`src/logic/pg_monitor_pkg.sv`:
```
// Constants, register map and state encoding of the power-good monitor
package pg_monitor_pkg;

    // ----------------------------------------
    // Register offsets
    // ----------------------------------------
    localparam logic [7:0] ADDR_CTRL_ONE = 8'h15;
    localparam logic [7:0] ADDR_CTRL_TWO = 8'h16;
    localparam logic [7:0] ADDR_FAULT_LATCH = 8'h17;
    localparam logic [7:0] ADDR_SOFT_RESET = 8'h18;
    localparam logic [7:0] ADDR_IRQ_ONE = 8'h19;
    localparam logic [7:0] ADDR_IRQ_TWO = 8'h1A;

    // ----------------------------------------
    // Field positions
    // ----------------------------------------
    localparam int BIT_POLARITY = 7;
    localparam int BIT_OPEN_DRAIN = 6;
    localparam int BIT_WINDOW = 4;
    localparam int BIT_RAIL1_EN = 1;
    localparam int BIT_RAIL0_EN = 0;
    localparam int BIT_THERMAL_GATE = 2;
    localparam int BIT_LATCHED_SRC = 1;
    localparam int BIT_OPERATING = 0;
    localparam int BIT_SOFTWARE_RESET_CMD = 0;
    localparam int BIT_PG_DROP = 7;
    localparam int BIT_RESET_SEEN = 0;

    // ----------------------------------------
    // Writable masks and reset values
    // ----------------------------------------
    localparam logic [7:0] MASK_CTRL_ONE = 8'hD3;
    localparam logic [7:0] MASK_CTRL_TWO = 8'h07;
    localparam logic [7:0] MASK_FAULT = 8'h03;
    localparam logic [7:0] RESET_CTRL = 8'h00;
    localparam logic [1:0] RESET_FAULT = 2'h0;

    localparam int RAIL_COUNT = 2;

    // ----------------------------------------
    // Soft reset sequencer states
    // ----------------------------------------
    typedef enum logic [1:0] {
        ST_RUN = 2'b00,
        ST_CLEAR = 2'b01,
        ST_LOAD = 2'b10
    } reset_state_t;

endpackage

```
`src/logic/fault_latch_if.sv`:
```
// Connection between the register bank and the per-rail fault latches
`timescale 1ns/1ps
interface fault_latch_if;
    logic [pg_monitor_pkg::RAIL_COUNT-1:0] rail_valid;
    logic [pg_monitor_pkg::RAIL_COUNT-1:0] monitor_en;
    logic [pg_monitor_pkg::RAIL_COUNT-1:0] clear_req;
    logic soft_clear;
    logic [pg_monitor_pkg::RAIL_COUNT-1:0] fault_latch;

    modport bank (
        output rail_valid,
        output monitor_en,
        output clear_req,
        output soft_clear,
        input fault_latch
    );
    modport latch (
        input rail_valid,
        input monitor_en,
        input clear_req,
        input soft_clear,
        output fault_latch
    );
endinterface

```
`src/logic/rail_fault_latch.sv`:
```
// Per-rail sticky fault latches with write-one-to-clear
`timescale 1ns/1ps
module rail_fault_latch (
    // Clock and reset
    input wire logic clock,
    input wire logic rst_b,
    // Bank side
    fault_latch_if.latch lat
);
    logic [pg_monitor_pkg::RAIL_COUNT-1:0] latch_q;
    logic [pg_monitor_pkg::RAIL_COUNT-1:0] next_latch;

    // ----------------------------------------
    // Next state
    // ----------------------------------------
    // Set beats write-one clear, soft clear beats set: a rail that fails in a write-one clearing cycle stays recorded
    genvar g;
    generate
        for (g = 0; g < pg_monitor_pkg::RAIL_COUNT; g++) begin : g_rail
            always_comb begin
                if (lat.soft_clear) begin
                    next_latch[g] = 1'b0;
                end else if (lat.monitor_en[g] && !lat.rail_valid[g]) begin
                    next_latch[g] = 1'b1;
                end else if (lat.clear_req[g] && lat.rail_valid[g]) begin
                    next_latch[g] = 1'b0;
                end else begin
                    next_latch[g] = latch_q[g];
                end
            end
        end
    endgenerate

    // ----------------------------------------
    // Registers
    // ----------------------------------------
    always_ff @(posedge clock or negedge rst_b) begin
        if (!rst_b) begin
            latch_q <= pg_monitor_pkg::RESET_FAULT;
        end else begin
            latch_q <= next_latch;
        end
    end

    assign lat.fault_latch = latch_q;
endmodule

```
`src/logic/power_good_monitor.sv`:
```
// Power-good register bank, output logic and software reset sequencer
`timescale 1ns/1ps
module power_good_monitor (
    // Clock and reset
    input wire logic clock,
    input wire logic rst_b,
    // Register port
    input wire logic reg_wr_en,
    input wire logic reg_rd_en,
    input wire logic [7:0] reg_addr,
    input wire logic [7:0] reg_wr_data,
    output logic [7:0] reg_rd_data,
    // Configuration memory
    input wire logic [7:0] otp_ctrl_one,
    input wire logic [7:0] otp_ctrl_two,
    output logic otp_read_req,
    output logic serial_if_reset,
    // Analog monitors (asynchronous)
    input wire logic [1:0] rail_undervolt,
    input wire logic [1:0] rail_overvolt,
    input wire logic thermal_warn,
    input wire logic regulators_on,
    // Power-good pin
    output logic power_good_out,
    output logic power_good_oe,
    output logic analog_supply_drive
);
    // ----------------------------------------
    // Input synchronisers
    // ----------------------------------------
    logic [5:0] sync_a;
    logic [5:0] sync_b;
    logic [1:0] uv_s;
    logic [1:0] ov_s;
    logic warn_s;
    logic on_s;

    always_ff @(posedge clock or negedge rst_b) begin
        if (!rst_b) begin
            sync_a <= 6'h00;
            sync_b <= 6'h00;
        end else begin
            sync_a <= {regulators_on, thermal_warn, rail_overvolt, rail_undervolt};
            sync_b <= sync_a;
        end
    end

    assign uv_s = sync_b[1:0];
    assign ov_s = sync_b[3:2];
    assign warn_s = sync_b[4];
    assign on_s = sync_b[5];

    // ----------------------------------------
    // State
    // ----------------------------------------
    logic [7:0] ctrl_one;
    logic [7:0] ctrl_two;
    logic pg_drop_irq;
    logic reset_seen;
    logic pg_valid_q;
    logic [7:0] rd_q;
    pg_monitor_pkg::reset_state_t state;
    logic [7:0] next_ctrl_one;
    logic [7:0] next_ctrl_two;
    logic next_pg_drop_irq;
    logic next_reset_seen;
    logic next_pg_valid_q;
    logic [7:0] next_rd_q;
    pg_monitor_pkg::reset_state_t next_state;

    fault_latch_if lat_if ();

    rail_fault_latch u_latch (
        .clock(clock),
        .rst_b(rst_b),
        .lat(lat_if.latch)
    );

    function automatic logic wr_hit(input logic en, input logic [7:0] a, input logic [7:0] target);
        wr_hit = en && (a == target);
    endfunction

    // ----------------------------------------
    // Power-good combination
    // ----------------------------------------
    logic [1:0] rail_valid;
    logic [1:0] rail_en;
    logic live_ok;
    logic src_ok;
    logic pg_valid;

    always_comb begin
        rail_en = {ctrl_one[pg_monitor_pkg::BIT_RAIL1_EN], ctrl_one[pg_monitor_pkg::BIT_RAIL0_EN]};
        // Window mode also rejects overvoltage
        rail_valid = ~uv_s & ~(ov_s & {2{ctrl_one[pg_monitor_pkg::BIT_WINDOW]}});
        live_ok = &(rail_valid | ~rail_en);
        if (ctrl_two[pg_monitor_pkg::BIT_LATCHED_SRC]) begin
            src_ok = ~|lat_if.fault_latch;
        end else begin
            src_ok = live_ok;
        end
        pg_valid = src_ok;
        if (ctrl_two[pg_monitor_pkg::BIT_THERMAL_GATE] && warn_s) begin
            pg_valid = 1'b0;
        end
        // Gated operation only reports good while the regulators run
        if (!ctrl_two[pg_monitor_pkg::BIT_OPERATING] && !on_s) begin
            pg_valid = 1'b0;
        end
        if (state != pg_monitor_pkg::ST_RUN) begin
            pg_valid = 1'b0;
        end
    end

    assign lat_if.rail_valid = rail_valid;
    assign lat_if.monitor_en = rail_en;
    assign lat_if.clear_req = wr_hit(reg_wr_en, reg_addr, pg_monitor_pkg::ADDR_FAULT_LATCH)
        ? reg_wr_data[1:0] & pg_monitor_pkg::MASK_FAULT[1:0] : 2'h0;
    assign lat_if.soft_clear = (state == pg_monitor_pkg::ST_CLEAR);

    // ----------------------------------------
    // Register bank and reset sequencer
    // ----------------------------------------
    always_comb begin
        next_ctrl_one = ctrl_one;
        next_ctrl_two = ctrl_two;
        next_pg_drop_irq = pg_drop_irq;
        next_reset_seen = reset_seen;
        next_state = state;
        next_pg_valid_q = pg_valid;
        next_rd_q = rd_q;
        case (state)
            pg_monitor_pkg::ST_RUN: begin
                if (wr_hit(reg_wr_en, reg_addr, pg_monitor_pkg::ADDR_CTRL_ONE)) begin
                    next_ctrl_one = reg_wr_data & pg_monitor_pkg::MASK_CTRL_ONE;
                end
                if (wr_hit(reg_wr_en, reg_addr, pg_monitor_pkg::ADDR_CTRL_TWO)) begin
                    next_ctrl_two = reg_wr_data & pg_monitor_pkg::MASK_CTRL_TWO;
                end
                if (wr_hit(reg_wr_en, reg_addr, pg_monitor_pkg::ADDR_IRQ_ONE)
                    && reg_wr_data[pg_monitor_pkg::BIT_PG_DROP]) begin
                    next_pg_drop_irq = 1'b0;
                end
                if (wr_hit(reg_wr_en, reg_addr, pg_monitor_pkg::ADDR_IRQ_TWO)
                    && reg_wr_data[pg_monitor_pkg::BIT_RESET_SEEN]) begin
                    next_reset_seen = 1'b0;
                end
                // Set wins over a same-cycle clear
                if (pg_valid_q && !pg_valid) begin
                    next_pg_drop_irq = 1'b1;
                end
                if (wr_hit(reg_wr_en, reg_addr, pg_monitor_pkg::ADDR_SOFT_RESET)
                    && reg_wr_data[pg_monitor_pkg::BIT_SOFTWARE_RESET_CMD]) begin
                    next_state = pg_monitor_pkg::ST_CLEAR;
                end
            end
            pg_monitor_pkg::ST_CLEAR: begin
                next_ctrl_one = pg_monitor_pkg::RESET_CTRL;
                next_ctrl_two = pg_monitor_pkg::RESET_CTRL;
                next_pg_drop_irq = 1'b0;
                next_state = pg_monitor_pkg::ST_LOAD;
            end
            pg_monitor_pkg::ST_LOAD: begin
                next_ctrl_one = otp_ctrl_one & pg_monitor_pkg::MASK_CTRL_ONE;
                next_ctrl_two = otp_ctrl_two & pg_monitor_pkg::MASK_CTRL_TWO;
                next_reset_seen = 1'b1;
                next_state = pg_monitor_pkg::ST_RUN;
            end
            default: begin
                next_state = pg_monitor_pkg::ST_RUN;
            end
        endcase
        // Read data is registered, so it lands one cycle after the strobe
        if (reg_rd_en) begin
            case (reg_addr)
                pg_monitor_pkg::ADDR_CTRL_ONE: next_rd_q = ctrl_one;
                pg_monitor_pkg::ADDR_CTRL_TWO: next_rd_q = ctrl_two;
                pg_monitor_pkg::ADDR_FAULT_LATCH: next_rd_q = {6'h00, lat_if.fault_latch};
                pg_monitor_pkg::ADDR_SOFT_RESET: next_rd_q = {7'h00, state != pg_monitor_pkg::ST_RUN};
                pg_monitor_pkg::ADDR_IRQ_ONE: next_rd_q = {pg_drop_irq, 7'h00};
                pg_monitor_pkg::ADDR_IRQ_TWO: next_rd_q = {7'h00, reset_seen};
                default: next_rd_q = 8'h00;
            endcase
        end
    end

    // Power-on starts in the load state so the memory image is applied after release
    always_ff @(posedge clock or negedge rst_b) begin
        if (!rst_b) begin
            ctrl_one <= pg_monitor_pkg::RESET_CTRL;
            ctrl_two <= pg_monitor_pkg::RESET_CTRL;
            pg_drop_irq <= 1'b0;
            reset_seen <= 1'b0;
            pg_valid_q <= 1'b0;
            rd_q <= 8'h00;
            state <= pg_monitor_pkg::ST_LOAD;
        end else begin
            ctrl_one <= next_ctrl_one;
            ctrl_two <= next_ctrl_two;
            pg_drop_irq <= next_pg_drop_irq;
            reset_seen <= next_reset_seen;
            pg_valid_q <= next_pg_valid_q;
            rd_q <= next_rd_q;
            state <= next_state;
        end
    end

    // ----------------------------------------
    // Output stage
    // ----------------------------------------
    logic pin_level;
    logic pin_oe;
    logic next_pin_level;
    logic next_pin_oe;

    always_comb begin
        next_pin_level = pg_valid_q ^ ctrl_one[pg_monitor_pkg::BIT_POLARITY];
        if (ctrl_one[pg_monitor_pkg::BIT_OPEN_DRAIN]) begin
            next_pin_oe = !next_pin_level;
            next_pin_level = 1'b0;
        end else begin
            next_pin_oe = 1'b1;
        end
    end

    always_ff @(posedge clock or negedge rst_b) begin
        if (!rst_b) begin
            pin_level <= 1'b0;
            pin_oe <= 1'b0;
        end else begin
            pin_level <= next_pin_level;
            pin_oe <= next_pin_oe;
        end
    end

    assign power_good_out = pin_level;
    assign power_good_oe = pin_oe;
    assign analog_supply_drive = !ctrl_one[pg_monitor_pkg::BIT_OPEN_DRAIN];
    assign reg_rd_data = rd_q;
    assign otp_read_req = (state == pg_monitor_pkg::ST_LOAD);
    assign serial_if_reset = (state == pg_monitor_pkg::ST_CLEAR);
endmodule

```
`config.mk`:
```
export PLATFORM = sky130hd
export DESIGN_NAME = power_good_monitor
export DESIGN_NICKNAME = d
export VERILOG_FILES = /design/src/logic/pg_monitor_pkg.sv /design/src/logic/fault_latch_if.sv /design/src/logic/rail_fault_latch.sv /design/src/logic/power_good_monitor.sv
export SDC_FILE = /design/constraint.sdc
export NUM_CORES = 1
export LEC_CHECK = 0
export ABC_AREA = 1
export BUFFER_PORTS_ARGS = -buffer_cell sky130_fd_sc_hd__clkbuf_2
export CORE_ASPECT_RATIO = 1.75
export CORE_MARGIN = 4
export CORE_UTILIZATION = 40
export CTS_CLUSTER_DIAMETER = 120
export DETAILED_ROUTE_END_ITERATION = 8
export HOLD_SLACK_MARGIN = 0.02
export SLEW_MARGIN = 10
export SYNTH_ARGS = -nofsm -noshare
export SYNTH_HDL_FRONTEND = slang
export SYNTH_HIERARCHICAL = 1
export SYNTH_SLANG_ARGS = --single-unit
```
`constraint.sdc`:
```
create_clock -name clock -period 3.2 [get_ports clock]
set_clock_uncertainty 0.1 [all_clocks]
set_input_delay 0.48 -clock clock [delete_from_list [all_inputs] [get_ports clock]]
set_output_delay 0.48 -clock clock [all_outputs]
set_load 0.02 [all_outputs]
```
==> results.txt <==
Area of the mapped netlist -> 1770 um2
Max Root-Sink Buffers -> 2
Aggregate global-route resource usage -> 15.6%
Core box area -> 4230 um2
# port buffers -> 42
Vias -> 1480
Resized Gates After CTS -> 0
Max Fclk -> 498 MHz
Initial antenna violation count -> 0
Final worst-path cycle share -> 62.8%
Synth warn -> 6
Ant diodes -> 0
Residual DRC count -> 0
Fin util -> 49.9%
Critical Path Start Type -> register
Status -> finished, final reports clean
Library cells used by synthesis -> 24
Max Fanout on Critical Path -> 10
Register area share after synthesis -> 49.5%
Die X -> 58.3 um
Post-DP HPWL -> 2960 um
Clk root buf -> clkbuf_8
Setup TNS -> 0 ns
CTS clk-pin slew, worst paths -> 0.07 ns
DIE AREA -> 5600 um2
Max-slew violation count -> 0
Most numerous cell in the Yosys netlist -> nand2_1
Async SR Flop Fraction -> 100%
Slowest CP cell -> dfstp_2
Critical path required time -> 2.62 ns
NumNets Final -> 314
Worst-Skew Late Latency -> 0.29 ns
Post-synthesis cell count -> 223
Mapped Avg Cell Area -> 7.94 um2
DR WL met3 -> 210 um
Dominant cells by area after synthesis -> dfrtp_1, nand2_1, inv_1
Critical path class -> reg2out
Min-Delay Path Class -> in2async
Number of global-route vias before repair -> 1536
DRT antenna net count -> 0
Hold buffer count at cts -> 0
Post-DR vias/cell -> 4.64
Reg2Reg Depth -> 6
DR WL met2 -> 1910 um
Post-synth top cells -> nand2_1, inv_1, dfrtp_1, nand3_1, nor2_1
Main synth FF type -> dfrtp_1
Max-cap viol count -> 0
Wl on met1 -> 1450 um
Initial core utilization -> 41.9%
Layout cells sized above 1 -> 23.0%
Row count -> 31
Overflow after GRT -> 0
Worst-Margin Slew -> 0.851 ns
Static leakage -> 1.21 nW
Clk sink count -> 35
GP Congestion -> 0.905
DIE HEIGHT -> 96.0 um
Critical Path AT -> 1.43 ns
Final Hold Fails -> 0
Postcts setup bufs -> 0
CTS tree -> yes
Area grow syn2layout -> 19.1%
Synth top area share -> 48.1%
DR iter-0 viols -> 18
Max Used Layer -> met4
H-tree depth -> 2
CP endpoint kind -> output pin
Max_slew headroom -> 43.3%
Largest net degree at the start of global routing -> 36
CTS buffer count -> 5
Final WL -> 3700 um
Post-synth top area cell -> dfrtp_1
Post-layout minimum cycle time -> 2.01 ns
Flops & latches, synth -> 35
Number of flops mapped to enable cells by yosys -> 0
Max incr delay on CP -> 0.53 ns
IO Pins -> 55
Wirelength per Cell -> 11.6 um
Power density cells -> 484 nW/um2
Max VDD drop -> 365 uV
First-pass GRT wire length -> 6520 um
Final setup viols -> 0
Crit path cell chain -> ha_1, clkbuf_2
DRT Pass-1 Iters -> 4
RSZ-0062 raised after global routing -> no
==> final cells by class <==
type / instances / area [um2]
inverter: 36 / 135
multi-input combinational: 149 / 739
sequential: 35 / 877
fill: 438 / 2120
tap: 49 / 61.3
clock inverter: 2 / 12.5
clock buffer: 6 / 72.6
timing repair buffer: 42 / 210
==> logic make-up (layout without fill, tap and decap cells) <==
logic type,after synthesis,count (layout),share of synthesized area [%]
buf+inv,40,86,8.90
simple gates,122,122,32.4
flops,35,35,49.5
fa+ha+maj,3,3,2.12
compound gates,21,21,6.29
xor+xnor,1,1,0.495
other cells,1,2,0.212
==> power breakdown <==
part           total (mW)  internal (mW)  switching (mW)
clock network       0.313          0.152           0.161
logic               0.177         0.0669           0.110
registers           0.531          0.492          0.0384
==> per-stage QoR <==
| stage | hold slack (ns) | cell area, um2 | worst slack (ns) | instances | power, mW |
|---|---|---|---|---|---|
| floorplan | 0.0844 | 1770 | 1.59 | 224 | 0.648 |
| global placement | 0.232 | 2020 | 1.28 | 311 | 0.718 |
| finish | 0.189 | 2110 | 1.19 | 319 | 1.02 |
| global route | 0.181 | 2110 | 1.09 | 319 | 1.09 |
| detailed placement | 0.235 | 2020 | 1.26 | 311 | 0.721 |
| CTS | 0.188 | 2110 | 1.16 | 319 | 1.04 |
==> critical path: cells and delay by family, from the launching register on <==
family                     cells  cell delay [ns]
adders and majority gates      1             0.38
DFF                            1             0.53
buffers and inverters          1             0.24
==> metal layers <==
metal	track usage, %	up-vias
met2	27.5	42
met1	17.0	660
met5	0	-
met4	9.28	0
li1	-	770
met3	2.82	8
==> cell usage in the layout (no fill, tap or decap), types with 4 or more instances in the layout <==
cell type  Yosys  layout
clkbuf_8       0       5
nor2_1        16      16
o21ai_0       13      13
nand2_4        4       4
inv_1         35      35
nand2_1       68      68
dfrtp_1       34      34
nand3_1       24      24
clkbuf_2       0      42
==> final timing paths <==
check | start | end | slack, ns
min | rst_b | reset_seen | 0.19
max in group asynchronous | rst_b | ctrl_one[0] | 2.28
min reg2reg | sync_a[5] | sync_b[5] | 0.25
max | state[1] | otp_read_req | 1.19
min in group clock | rail_undervolt[0] | sync_a[0] | 0.20
max reg2reg | state[1] | ctrl_one[6] | 1.27
==> registers in the layout, summed over array words and instances (netlist names) <==
signal / cells
reg_rd_data: 6
sync_a: 6
sync_b: 6
ctrl_one: 5
ctrl_two: 3
state: 2
u_latch/lat.fault_latch: 2
pg_drop_irq: 1
pg_valid_q: 1
power_good_oe: 1
power_good_out: 1
reset_seen: 1
Power figures use the tool's default switching activity.
